<file path="config.mk">
export PLATFORM = sky130hd
export DESIGN_NAME = system_config_registers
export DESIGN_NICKNAME = d
export VERILOG_FILES = /design/src/pkg/sys_config_pkg.sv /design/src/hdl/osc_select_decode.sv /design/src/hdl/ram_exec_address.sv /design/src/hdl/system_config_registers.sv
export SDC_FILE = /design/constraint.sdc
export NUM_CORES = 1
export LEC_CHECK = 0
export ABC_AREA = 1
export BUFFER_PORTS_ARGS = -buffer_cell sky130_fd_sc_hd__buf_2
export CAP_MARGIN = 40
export CELL_PAD_IN_SITES_DETAIL_PLACEMENT = 0
export CELL_PAD_IN_SITES_GLOBAL_PLACEMENT = 1
export CORE_MARGIN = 3
export CORE_UTILIZATION = 33
export DETAILED_ROUTE_END_ITERATION = 12
export PLACE_DENSITY = 0.81
export SLEW_MARGIN = 10
export SYNTH_ARGS = -nofsm -noshare
export SYNTH_HDL_FRONTEND = slang
export SYNTH_SLANG_ARGS = --single-unit
</file>
<file path="constraint.sdc">
create_clock -name aclk -period 3.4 [get_ports aclk]
set_input_delay 0.85 -clock aclk [delete_from_list [all_inputs] [get_ports aclk]]
set_output_delay 0.85 -clock aclk [all_outputs]
set_load 0.01 [all_outputs]
</file>
<file path="src/pkg/sys_config_pkg.sv">
// Purpose: Constants for the system configuration register bank
// Assumes: AXI4-Lite slave with 32-bit data, one aligned word per register
// Notes:   Configuration words arrive as plain inputs from non-volatile storage
package sys_config_pkg;
    // Register byte offsets
    localparam logic [15:0] OFFSET_CONFIG_CONTROL    = 16'h3B00;
    localparam logic [15:0] OFFSET_DEVICE_IDENTITY   = 16'h3B20;
    localparam logic [15:0] OFFSET_UNLOCK_KEY        = 16'h3B30;
    localparam logic [15:0] OFFSET_OSC_SELECT_CONFIG = 16'h3B40;
    localparam logic [15:0] OFFSET_CODE_PROTECT_CFG  = 16'h3B50;
    // Field positions
    localparam int RAM_EXEC_LSB       = 16;
    localparam int RAM_EXEC_MSB       = 23;
    localparam int TEST_PORT_BIT      = 3;
    localparam int DEBUG_TEST_BIT     = 2;
    localparam int CODE_PROTECT_BIT   = 31;
    // Readable and writable masks of config_control
    localparam logic [31:0] CONTROL_READ_MASK  = 32'h0BFF_000B;
    localparam logic [31:0] CONTROL_WRITE_MASK = 32'h00FF_0008;
    localparam logic [31:0] CONTROL_RESERVED_1 = 32'h0000_0003;
    // Reset values and kilobyte shift
    localparam logic [31:0] KEY_RESET          = 32'h0000_0000;
    localparam logic [31:0] RAM_BASE_ADDR      = 32'hA000_0000;
    localparam int          KB_SHIFT           = 10;
    // AXI responses
    localparam logic [1:0]  RESP_OKAY   = 2'h0;
    localparam logic [1:0]  RESP_SLVERR = 2'h2;
    // Decoded oscillator sources
    typedef enum logic [2:0]
    {
        OSC_FAST_RC_DIV,
        OSC_PLL,
        OSC_PRIMARY,
        OSC_RESERVED,
        OSC_SECONDARY,
        OSC_LOW_POWER_RC
    } osc_source_type;
endpackage

</file>
<file path="src/hdl/osc_select_decode.sv">
// Purpose: Decodes the three-bit oscillator select field
// Assumes: Field is stable after reset capture
// Notes:   Purely combinational
`timescale 1ns/100ps
`default_nettype none
module osc_select_decode
    import sys_config_pkg::*;
(
    input  wire logic [2:0]     osc_source_select,
    output var  osc_source_type osc_source
);
    // Map each code to a source
    always_comb
    begin
        unique case (osc_source_select)
            3'h0:    osc_source = OSC_FAST_RC_DIV;
            3'h1:    osc_source = OSC_PLL;
            3'h2:    osc_source = OSC_PRIMARY;
            3'h3:    osc_source = OSC_RESERVED;
            3'h4:    osc_source = OSC_SECONDARY;
            3'h5:    osc_source = OSC_LOW_POWER_RC;
            default: osc_source = OSC_FAST_RC_DIV;
        endcase
    end
endmodule
`default_nettype wire

</file>
<file path="src/hdl/ram_exec_address.sv">
// Purpose: Computes the RAM program space start address
// Assumes: Field value counts kilobytes
// Notes:   Zero gives the RAM base itself
`timescale 1ns/100ps
`default_nettype none
module ram_exec_address
    import sys_config_pkg::*;
(
    input  wire logic [7:0]  ram_exec_start,
    output logic      [31:0] exec_start_addr
);
    // Base plus N kilobytes
    always_comb
    begin
        exec_start_addr = RAM_BASE_ADDR | {14'h0000, ram_exec_start, 10'h000};
    end
endmodule
`default_nettype wire

</file>
<file path="src/hdl/system_config_registers.sv">
// Purpose: System configuration register bank on AXI4-Lite
// Assumes: Configuration words are stable while reset is asserted
// Notes:   Writes answer two edges after both halves, reads one edge after
`timescale 1ns/100ps
`default_nettype none
module system_config_registers
    import sys_config_pkg::*;
#(
    parameter logic [3:0]  REVISION    = 4'h1,        // Arbitrary value
    parameter logic [27:0] DEVICE_CODE = 28'h0000123  // Arbitrary value
)
(
    input  wire logic        aclk,
    input  wire logic        aresetn,
    // Write address channel
    input  wire logic [15:0] s_axi_awaddr,
    input  wire logic [2:0]  s_axi_awprot,
    input  wire logic        s_axi_awvalid,
    output logic             s_axi_awready,
    // Write data channel
    input  wire logic [31:0] s_axi_wdata,
    input  wire logic [3:0]  s_axi_wstrb,
    input  wire logic        s_axi_wvalid,
    output logic             s_axi_wready,
    // Write response channel
    output logic [1:0]       s_axi_bresp,
    output logic             s_axi_bvalid,
    input  wire logic        s_axi_bready,
    // Read address channel
    input  wire logic [15:0] s_axi_araddr,
    input  wire logic [2:0]  s_axi_arprot,
    input  wire logic        s_axi_arvalid,
    output logic             s_axi_arready,
    // Read data channel
    output logic [31:0]      s_axi_rdata,
    output logic [1:0]       s_axi_rresp,
    output logic             s_axi_rvalid,
    input  wire logic        s_axi_rready,
    // Configuration words from storage
    input  wire logic [31:0] oscillator_select_config,
    input  wire logic [31:0] code_protect_config,
    input  wire logic [31:0] debug_config_word,
    // Decoded outputs
    output logic [2:0]       osc_source,
    output logic             code_protect_enable,
    output logic [31:0]      exec_start_addr,
    output logic             test_port_enable,
    output logic [31:0]      unlock_key,
    output logic             unlock_key_strobe
);
    // Transfer timing at the pins:
    //   write: address and data are taken in either order; once both are
    //          held the register updates and the response rises on the
    //          next edge, two edges after the later half was taken
    //   read:  the word is chosen at the edge that takes the address and
    //          stands on the data channel from the next edge on
    // One write and one read at most are in flight; a channel's ready stays
    // low from its take until its response is accepted, so a second request
    // can never overwrite a held half.
    // Oscillator source, protect enable and start address trail the held words by one register stage.

    // Whole state of the block, kept in one record so that a single
    // register stage holds everything the block remembers
    typedef struct packed
    {
        logic        awready;      // Write address ready flag
        logic        wready;       // Write data ready flag
        logic        aw_held;      // Address captured
        logic [15:0] aw_addr;      // Captured write address
        logic        w_held;       // Data captured
        logic [31:0] w_data;       // Captured write data
        logic [3:0]  w_strb;       // Captured strobes
        logic        bvalid;       // Write response pending
        logic [1:0]  bresp;        // Write response code
        logic        arready;      // Read address ready
        logic        rvalid;       // Read data pending
        logic [31:0] rdata;        // Read data
        logic [1:0]  rresp;        // Read response code
        logic [31:0] osc_cfg;      // Held oscillator word
        logic [31:0] cp_cfg;       // Held code-protect word
        logic [7:0]  ram_exec;     // RAM program start field
        logic        test_port;    // Test port enable
        logic [31:0] key;          // Last key written
        logic        key_strobe;   // Key written pulse
        logic [2:0]  osc_src;      // Registered decoded source
        logic        cp_en;        // Registered protect enable
        logic [31:0] exec_addr;    // Registered start address
        logic        running;      // Channels opened after reset
    } state_type;

    state_type      state_reg;     // Current state
    state_type      state_next;    // Next state
    osc_source_type osc_decoded;   // Decoder output
    logic [31:0]    exec_decoded;  // Address unit output

    // Merge byte lanes into an old word
    // Lanes whose strobe is low keep the old byte
    function automatic logic [31:0] merge_bytes(input logic [31:0] old_word,
                                                input logic [31:0] new_word,
                                                input logic [3:0]  strb);
        logic [31:0] result;
        result = old_word;
        for (int i = 0; i < 4; i++)
        begin
            if (strb[i])
            begin
                result[i*8 +: 8] = new_word[i*8 +: 8];
            end
        end
        return result;
    endfunction

    // Word-aligned register hit test
    // The two low address bits are ignored: any byte of a word hits it
    function automatic logic addr_hit(input logic [15:0] addr, input logic [15:0] offset);
        return addr[15:2] == offset[15:2];
    endfunction

    // The decoder and the address unit read held fields only; their
    // results are registered again before they reach the pins
    // Oscillator decoder
    osc_select_decode u_osc_decode
    (
        .osc_source_select (state_reg.osc_cfg[2:0]),
        .osc_source        (osc_decoded)
    );

    // RAM program start address
    ram_exec_address u_exec_addr
    (
        .ram_exec_start  (state_reg.ram_exec),
        .exec_start_addr (exec_decoded)
    );

    // Next-state logic. The block that closes a response comes after the
    // block that raises it, and a new write waits for the old response, so
    // raising and closing never meet in one cycle. Writes to read-only
    // registers answer OKAY and change nothing; addresses outside the map
    // answer SLVERR.
    always_comb
    begin
        logic [31:0] control_word;
        logic [31:0] merged;
        control_word = 32'h0000_0000;
        merged       = 32'h0000_0000;
        state_next   = state_reg;
        // Key strobe is a single-cycle pulse
        state_next.key_strobe = 1'b0;
        // Derived outputs follow the held words one edge later
        state_next.osc_src    = osc_decoded;
        state_next.cp_en      = ~state_reg.cp_cfg[CODE_PROTECT_BIT];
        state_next.exec_addr  = exec_decoded;
        // Readable image of config_control
        control_word[RAM_EXEC_MSB:RAM_EXEC_LSB] = state_reg.ram_exec;
        control_word[TEST_PORT_BIT]             = state_reg.test_port;
        control_word = (control_word | CONTROL_RESERVED_1) & CONTROL_READ_MASK;

        if (!aresetn)
        begin
            // Capture configuration words during reset
            // Readies stay low here and open one edge after release, so
            // no request can land in a capture cycle
            state_next = '0;
            state_next.osc_cfg   = oscillator_select_config;
            state_next.cp_cfg    = code_protect_config;
            state_next.test_port = debug_config_word[DEBUG_TEST_BIT];
            state_next.key       = KEY_RESET;
        end
        else
        begin
            // Open all channels on the first edge after reset release
            if (!state_reg.running)
            begin
                state_next.running = 1'b1;
                state_next.awready = 1'b1;
                state_next.wready  = 1'b1;
                state_next.arready = 1'b1;
            end

            // Accept write address
            if (s_axi_awvalid && state_reg.awready)
            begin
                state_next.aw_held = 1'b1;
                state_next.aw_addr = s_axi_awaddr;
                state_next.awready = 1'b0;
            end

            // Accept write data
            if (s_axi_wvalid && state_reg.wready)
            begin
                state_next.w_held = 1'b1;
                state_next.w_data = s_axi_wdata;
                state_next.w_strb = s_axi_wstrb;
                state_next.wready = 1'b0;
            end

            // Perform write when both halves are present
            if (state_reg.aw_held && state_reg.w_held && !state_reg.bvalid)
            begin
                state_next.aw_held = 1'b0;
                state_next.w_held  = 1'b0;
                state_next.bvalid  = 1'b1;
                state_next.bresp   = RESP_OKAY;
                if (addr_hit(state_reg.aw_addr, OFFSET_CONFIG_CONTROL))
                begin
                    // Only the program start field and test port bit store
                    merged = merge_bytes(control_word, state_reg.w_data, state_reg.w_strb);
                    state_next.ram_exec  = merged[RAM_EXEC_MSB:RAM_EXEC_LSB];
                    state_next.test_port = merged[TEST_PORT_BIT];
                end
                else if (addr_hit(state_reg.aw_addr, OFFSET_UNLOCK_KEY))
                begin
                    // Lanes without a strobe are stored as zero
                    state_next.key        = merge_bytes(32'h0000_0000, state_reg.w_data,
                                                        state_reg.w_strb);
                    state_next.key_strobe = 1'b1;
                end
                else if (addr_hit(state_reg.aw_addr, OFFSET_DEVICE_IDENTITY) ||
                         addr_hit(state_reg.aw_addr, OFFSET_OSC_SELECT_CONFIG) ||
                         addr_hit(state_reg.aw_addr, OFFSET_CODE_PROTECT_CFG))
                begin
                    // Read-only registers ignore writes
                    state_next.bresp = RESP_OKAY;
                end
                else
                begin
                    // Outside the map: refuse and store nothing
                    state_next.bresp = RESP_SLVERR;
                end
            end

            // Write response handshake
            if (state_reg.bvalid && s_axi_bready)
            begin
                state_next.bvalid  = 1'b0;
                state_next.awready = 1'b1;
                state_next.wready  = 1'b1;
            end

            // Read address accepted; the word is chosen now and stands
            // from the next edge until it is taken
            if (s_axi_arvalid && state_reg.arready)
            begin
                state_next.arready = 1'b0;
                state_next.rvalid  = 1'b1;
                state_next.rresp   = RESP_OKAY;
                if (addr_hit(s_axi_araddr, OFFSET_CONFIG_CONTROL))
                begin
                    state_next.rdata = control_word;
                end
                else if (addr_hit(s_axi_araddr, OFFSET_DEVICE_IDENTITY))
                begin
                    state_next.rdata = {REVISION, DEVICE_CODE};
                end
                else if (addr_hit(s_axi_araddr, OFFSET_UNLOCK_KEY))
                begin
                    state_next.rdata = 32'h0000_0000;
                end
                else if (addr_hit(s_axi_araddr, OFFSET_OSC_SELECT_CONFIG))
                begin
                    state_next.rdata = state_reg.osc_cfg;
                end
                else if (addr_hit(s_axi_araddr, OFFSET_CODE_PROTECT_CFG))
                begin
                    state_next.rdata = state_reg.cp_cfg;
                end
                else
                begin
                    // Outside the map: zero data with an error
                    state_next.rdata = 32'h0000_0000;
                    state_next.rresp = RESP_SLVERR;
                end
            end

            // Read data handshake
            if (state_reg.rvalid && s_axi_rready)
            begin
                state_next.rvalid  = 1'b0;
                state_next.arready = 1'b1;
            end
        end
    end

    // State register; reset is synchronous, so the capture branch above
    // is what runs on every edge that sees reset low
    always_ff @(posedge aclk)
    begin
        state_reg <= state_next;
    end

    // Every output is a field of the state register with no gate after
    // it, so the pins carry clean levels
    assign s_axi_awready       = state_reg.awready;
    assign s_axi_wready        = state_reg.wready;
    assign s_axi_arready       = state_reg.arready;
    assign s_axi_bvalid        = state_reg.bvalid;
    assign s_axi_bresp         = state_reg.bresp;
    assign s_axi_rvalid        = state_reg.rvalid;
    assign s_axi_rdata         = state_reg.rdata;
    assign s_axi_rresp         = state_reg.rresp;
    assign osc_source          = state_reg.osc_src;
    assign code_protect_enable = state_reg.cp_en;
    assign exec_start_addr     = state_reg.exec_addr;
    assign test_port_enable    = state_reg.test_port;
    assign unlock_key          = state_reg.key;
    assign unlock_key_strobe   = state_reg.key_strobe;
endmodule
`default_nettype wire

</file>
==> results.md, run 1 <==
- The run finished with clean final reports.
- The largest delay contributor family on the critical path is flip-flops.
- The final max-slew violation count is 0.
- After clock tree synthesis, the setup repair step added 0 buffers.
- The global-route wire length before repair is 34900 um.
- The worst setup path is of the register to output pin kind.
- The initial antenna violation count is 8.
- After detailed routing, the number of remaining DRC violations is 0.
- The clock reaches the later pin of the worst-skew pair after 0.51 ns.
- The worst hold path belongs to the class register to register.
- At the pin with the least slew margin, the transition time is 0.513 ns.
- STA classifies the critical path startpoint as a register.
- Leaving out fill and tap cells, the most frequent cells in the layout are 238 x nand2_1, 222 x buf_2, 145 x dfxtp_1.
- In the final layout, the share of cells above drive strength 1 is 0.250.
- The routed length per placed instance is 14.7 um.
- Relative to the synthesized area, the layout overhead comes to 18.5%.
- The most common cell after layout, fill and taps aside is nand2_1.
- The number of setup violations in the final report is 0.
- In this run the static leakage power is 4.92 nW.
- The Yosys step of the flow raised 0 warnings.
- After synthesis the cells add up to 8790 um^2.
- Each instance of the synthesized netlist takes up on average 8.50 um^2.
- The kind of capture point of the worst setup path is an output pin.
- In the final timing run, aggregate negative setup slack is 0 ns.
- The post-route total power is 5.80 mW.
- The per-cell via count in the routed design is 4.49.
- The last weighted congestion value of the routability-driven placer is 0.784.
- The clock drives 210 sinks.
- From left edge to right edge, the die measures 169 um.
- The signal on the critical path passes through buf_2.
- In this run the tool buffered the top-level ports with 222 buffer cells.
- Across the VDD grid, the largest voltage drop is 0.000270 V.
- For the worst setup path, the data arrival time is 1.14 ns.
- The number of nets with antenna violations after routing is 0.
- The smallest clock period supported by the final layout is computed as 1.99 ns.
- After technology mapping, the gate count stands at 1034.
- Among all flip-flop cells after synthesis, the most frequent one is dfxtp_1.
- The remaining max-slew budget at the tightest pin is 0.657.
- Setup repair after global routing left no endpoint under its margin.
- The first detailed-routing pass ran for 4 iterations.
- The final-report hold violation count is 0.
- The initial core utilization is 0.336.
- Counting flops and latches in the post-synthesis netlist gives 210.
- The vertical die dimension is 169 um.
- The maximum number of pins on one net before global-route repair is 67.
- The starting DRC count in detailed routing is 420.
- 288 I/O pins were placed.
- The async set or reset register ratio after synthesis is 0.
- The final net count is 1342.
- Across every metal layer, demand over resource in global routing totals 0.150.
- Synthesis instantiated 28 different standard cells from the library.
- CTS built an H-tree with a depth of 1.
- The sequential share of the synthesized area is 0.552.
- The endpoint required time on the critical path is 2.55 ns.
- The number of global-route vias before repair is 6592.
- The power per cell area is 557 nW/um^2.
- Yosys mapped a number of flops with a built-in enable equal to 65.
- Summed over all layers, the global routing overflow is 0.
- Static timing analysis puts the maximum clock frequency at 504 MHz.
- The tool flagged a number of max-cap violations equal to 0.
- The number of core rows is 59.
- For this run, the slowest stage of the critical path takes 0.44 ns.
- The maximum fanout along the worst path is 2.
- The die covers 28600 um^2.
- Clock tree synthesis selected as its root buffer the cell clkbuf_16.
- The critical-path cell with the highest stage delay is edfxtp_1.
- The number of vias in the routed layout is 6832.
- The register with the most flip-flops in the layout has 124 of them.
- The number of gates resized after CTS was 0.
- The final layout contains routed wiring with a total length of 22300 um.
- The maximum root-to-sink buffer count is 3.
- The count of buffer and inverter cells on the critical path is 1.
- Once detailed placement completed, the half-perimeter wirelength came to 15500 um.
- The clock transition time at the flip-flop clock pins of the worst setup and hold paths is 0.06 ns.
- The standard cell core area is 26100 um^2.
- The TritonCTS clock tree is done.
- TritonCTS created 24 clock buffers.
- The worst clock skew is 0.0157 ns.
- For this design, the CTS-stage hold fixing added 0 buffers.
- The post-route clock period utilization is 0.584.
[per-layer routing]
metal,part of all wire,track usage,up-vias,wire length (um)
li1,-,-,3468,-
met1,0.44,0.195,3106,9860
met2,0.45,0.240,208,9970
met3,0.090,0.0510,40,2000
met4,0.018,0.0398,10,401
met5,0.0025,0,-,56
[where the power goes]
| group | total [mW] | internal (mW) | switching [mW] | leakage (nW) |
|---|---|---|---|---|
| Clock | 2.74 | 1.74 | 1.00 | 0.420 |
| Combinational | 0.307 | 0.120 | 0.187 | 2.68 |
| Sequential | 2.76 | 2.70 | 0.0542 | 1.81 |
[path summary, 6_finish.rpt]
path	from	endpoint	slack (ns)	depth (start not counted)
worst min-delay path	state_reg[110]$_DFFE_PN_	code_protect_enable$_SDFF_PN0_	0.43	1
worst max-delay path	test_port_enable$_DFFE_PP_	test_port_enable	1.41	1
worst max register to register	s_axi_bvalid$_SDFFE_PP0N_	unlock_key[10]$_SDFFE_PN0P_	1.45	8
worst min register to register	state_reg[110]$_DFFE_PN_	code_protect_enable$_SDFF_PN0_	0.43	1
[Yosys cell counts (2+ instances only)]
cell | n | share of area
buf_2 | 10 | 0.0057
nand4_2 | 2 | 0.0028
nor2_1 | 112 | 0.048
nand2_1 | 238 | 0.10
nor2_4 | 4 | 0.0051
nand3b_1 | 2 | 0.0017
buf_1 | 6 | 0.0026
edfxtp_1 | 65 | 0.22
a21oi_1 | 53 | 0.030
dfxtp_1 | 145 | 0.33
buf_6 | 4 | 0.0051
inv_1 | 62 | 0.026
nand2_2 | 2 | 0.0014
nor2_2 | 7 | 0.0050
clkinv_1 | 3 | 0.0013
buf_4 | 107 | 0.091
clkbuf_1 | 29 | 0.012
o21ai_1 | 6 | 0.0034
o21ai_0 | 54 | 0.031
nand3_1 | 113 | 0.064
nor3_1 | 3 | 0.0017
[stage by stage]
stage / hold WS, ns / area (um^2) / utilization / std cells / setup WS [ns]
after floorplan: 0.412 / 8880 / - / 1057 / 0.0327
after global placement: 0.422 / 9520 / 0.364 / 1473 / 1.02
after detailed placement: 0.422 / 9550 / 0.365 / 1474 / 0.978
after CTS: 0.430 / 10400 / 0.398 / 1518 / 1.38
after global routing: 0.438 / 10400 / 0.399 / 1521 / 1.22
final: 0.431 / 10400 / 0.399 / 1521 / 1.41
[cells by family after synthesis]
group | share of synthesized area
simple gates | 0.236
buf+inv | 0.145
flops | 0.552
compound gates | 0.0662
other cells | 0.000427
[final cells by class]
cell class / count / area [um^2]
fill: 2705 / 15700
multi-input combinational: 625 / 2750
inverter: 66 / 251
tap: 335 / 419
clock inverter: 7 / 110
timing repair buffer: 238 / 1280
sequential: 210 / 4850
clock buffer: 37 / 751
antenna: 3 / 7.51
No activity file was read; power rests on OpenSTA's default activity.
==> run 2: changes to the inputs <==
Clock period 3.4 ns to 1.8 ns, I/O delays scaled along.
==> results.md, run 2 (synthesis results as in run 1) <==
- The run finished with clean final reports.
- For this configuration, the core starts out at a cell density of 0.336.
- The number of sinks on the clock net is 210.
- After layout, the minimum clock period comes to 1.57 ns.
- Data on the critical path arrives at its endpoint at 1.12 ns.
- The most common cell after layout, fill and taps aside is nand2_1.
- The flip-flop count of the largest register, all copies and words added is 124.
- The routed length per placed instance is 14.7 um.
- The final max-slew violation count is 0.
- In this run the worst path has a maximum fanout of 2.
- The post-route clock period utilization is 0.873.
- STA puts the critical path data required time at 1.35 ns.
- In the layout the commonest cells are 238 x nand2_1, 222 x buf_2, 145 x dfxtp_1.
- The layout cell share with drive strength beyond 1 is 0.249.
- The reported max-cap violation count is 0.
- The global-route wire length before repair is 35100 um.
- The wire-length estimate of the detail-placed layout is 15500 um.
- The post-layout instance count excluding filler cells is 1524.
- The hold slack is 0.118 ns.
- The routed layout has 6897 vias.
- The floorplan has 59 rows.
- Static timing analysis puts the maximum clock frequency at 636 MHz.
- After global routing the overflow that remains totals 0.
- The number of placed instances, taps included, is 1477.
- The standard cell core area is 26100 um^2.
- The number of setup violations in the final report is 0.
- 288 I/O pins were placed.
- Clock-pin slew was measured on the worst setup and hold paths at 0.06 ns.
- The floorplan step defined a die boundary enclosing 28600 um^2.
- Entering global routing, the biggest net connects 98 pins.
- The count of input and output buffers is 222.
- The number of buffers inserted for hold repair after clock tree synthesis is 0.
- The design draws 10.5 mW.
- For this design the ratio of total power to cell area is 1010 nW/um^2.
- The number of global-route vias before repair was 6592.
- Routability-driven placement finished with a final weighted congestion of 0.798.
- At the later pin of the worst-skew pair, clock insertion delay measures 0.50 ns.
- In this run the static leakage power is 4.91 nW.
- In the global route stage, overall resource usage came out at 0.151.
- The largest incremental delay on the critical path is 0.44 ns.
- The worst setup path is of the register to output pin kind.
- The final design instance area without fill is 10400 um^2.
- The critical path goes through buf_2.
- The initial antenna violation count is 3.
- TritonCTS created 24 clock buffers.
- Across the VDD grid, the largest voltage drop is 0.000559 V.
- For this design, the slowest cell found on the critical path is edfxtp_1.
- The layout overhead on the synthesized area is 18.4%.
- In this run the remaining antenna-violating nets after routing total 0.
- The horizontal die dimension is 169 um.
- The tightest min-delay check is of the input port to register type.
- The longest clock path from root to sink contains 3 buffers.
- In this run the post-CTS setup repair buffer count came out at 0.
- The starting DRC count in detailed routing is 415.
- The TritonCTS clock tree is done.
- The final-report hold violation count was 0.
- Setup repair after global routing left no endpoint under its margin.
- The total routed wirelength is 22400 um.
- Clock skew on the completed layout was measured at 0.0103 ns.
- The post-place instance area is 9620 um^2.
- After detailed routing, the number of vias per cell comes to 4.53.
- STA classifies the critical path startpoint as a register.
- Together, buffers and inverters on the worst path number 1.
- The number of iterations in the first detailed-routing pass is 5.
- In this run the number of H-tree levels came out at 1.
- The kind of capture point of the worst setup path is an output pin.
- The vertical die dimension is 169 um.
- The final net count is 1345.
- On the critical path the largest part of the delay comes from flip-flops.
- The setup total negative slack is 0 ns.
- The cell chosen for the clock root is clkbuf_16.
- The number of gates resized after CTS was 0.
- The total DRC errors in the routed layout is 0.
run 2: cell type report:
| class | count | area [um^2] |
|---|---|---|
| diodes | 3 | 7.51 |
| clock buffers | 39 | 749 |
| clock inverters | 5 | 31.3 |
| fillers | 2668 | 15700 |
| inverters | 66 | 251 |
| multi-input cells | 625 | 2750 |
| flip-flops and latches | 210 | 4850 |
| well taps | 335 | 419 |
| repair buffers | 241 | 1350 |
run 2: report_power, final:
part           leakage, nW  switching [mW]  internal [mW]  total, mW
sequential            1.81           0.101           5.10       5.20
clock                0.379            1.88           2.85       4.73
combinational         2.72           0.362          0.232      0.594
run 2: path summary, 6_finish.rpt:
kind,start,to,slack (ns),cells past startpoint
max,test_port_enable$_DFFE_PP_,test_port_enable,0.23,1
min reg2reg,state_reg[110]$_DFFE_PN_,code_protect_enable$_SDFF_PN0_,0.44,1
min,code_protect_config[9],state_reg[88]$_DFFE_PN_,0.12,1
max reg2reg,state_reg[221]$_SDFFE_PN0P_,state_reg[73]$_SDFFE_PN0P_,0.25,7
run 2: layer usage:
metal / global-route usage / up-vias / part of all wire
met2: 0.249 / 201 / 0.46
met3: 0.0424 / 36 / 0.080
met5: 0 / - / 0.00063
met4: 0.0370 / 4 / 0.018
li1: - / 3482 / -
met1: 0.198 / 3174 / 0.44
run 2: worst register-to-register path, stage by stage, from the launching register on:
cell	delay, ns
dfxtp_1	0.31
nor2_2	0.16
nand3_1	0.17
nor3_2	0.21
buf_4	0.20
nand2_1	0.20
nand2_1	0.13
a21oi_1	0.06
run 2: stage by stage:
| step | worst slack [ns] | utilization |
|---|---|---|
| 2_1_floorplan | 0.253 | - |
| 3_3_place_gp | -0.000180 | 0.368 |
| 3_5_place_dp | 0.0145 | 0.368 |
| 4_1_cts | 0.171 | 0.398 |
| 5_1_grt | 0.0937 | 0.398 |
| 6_report | 0.228 | 0.398 |
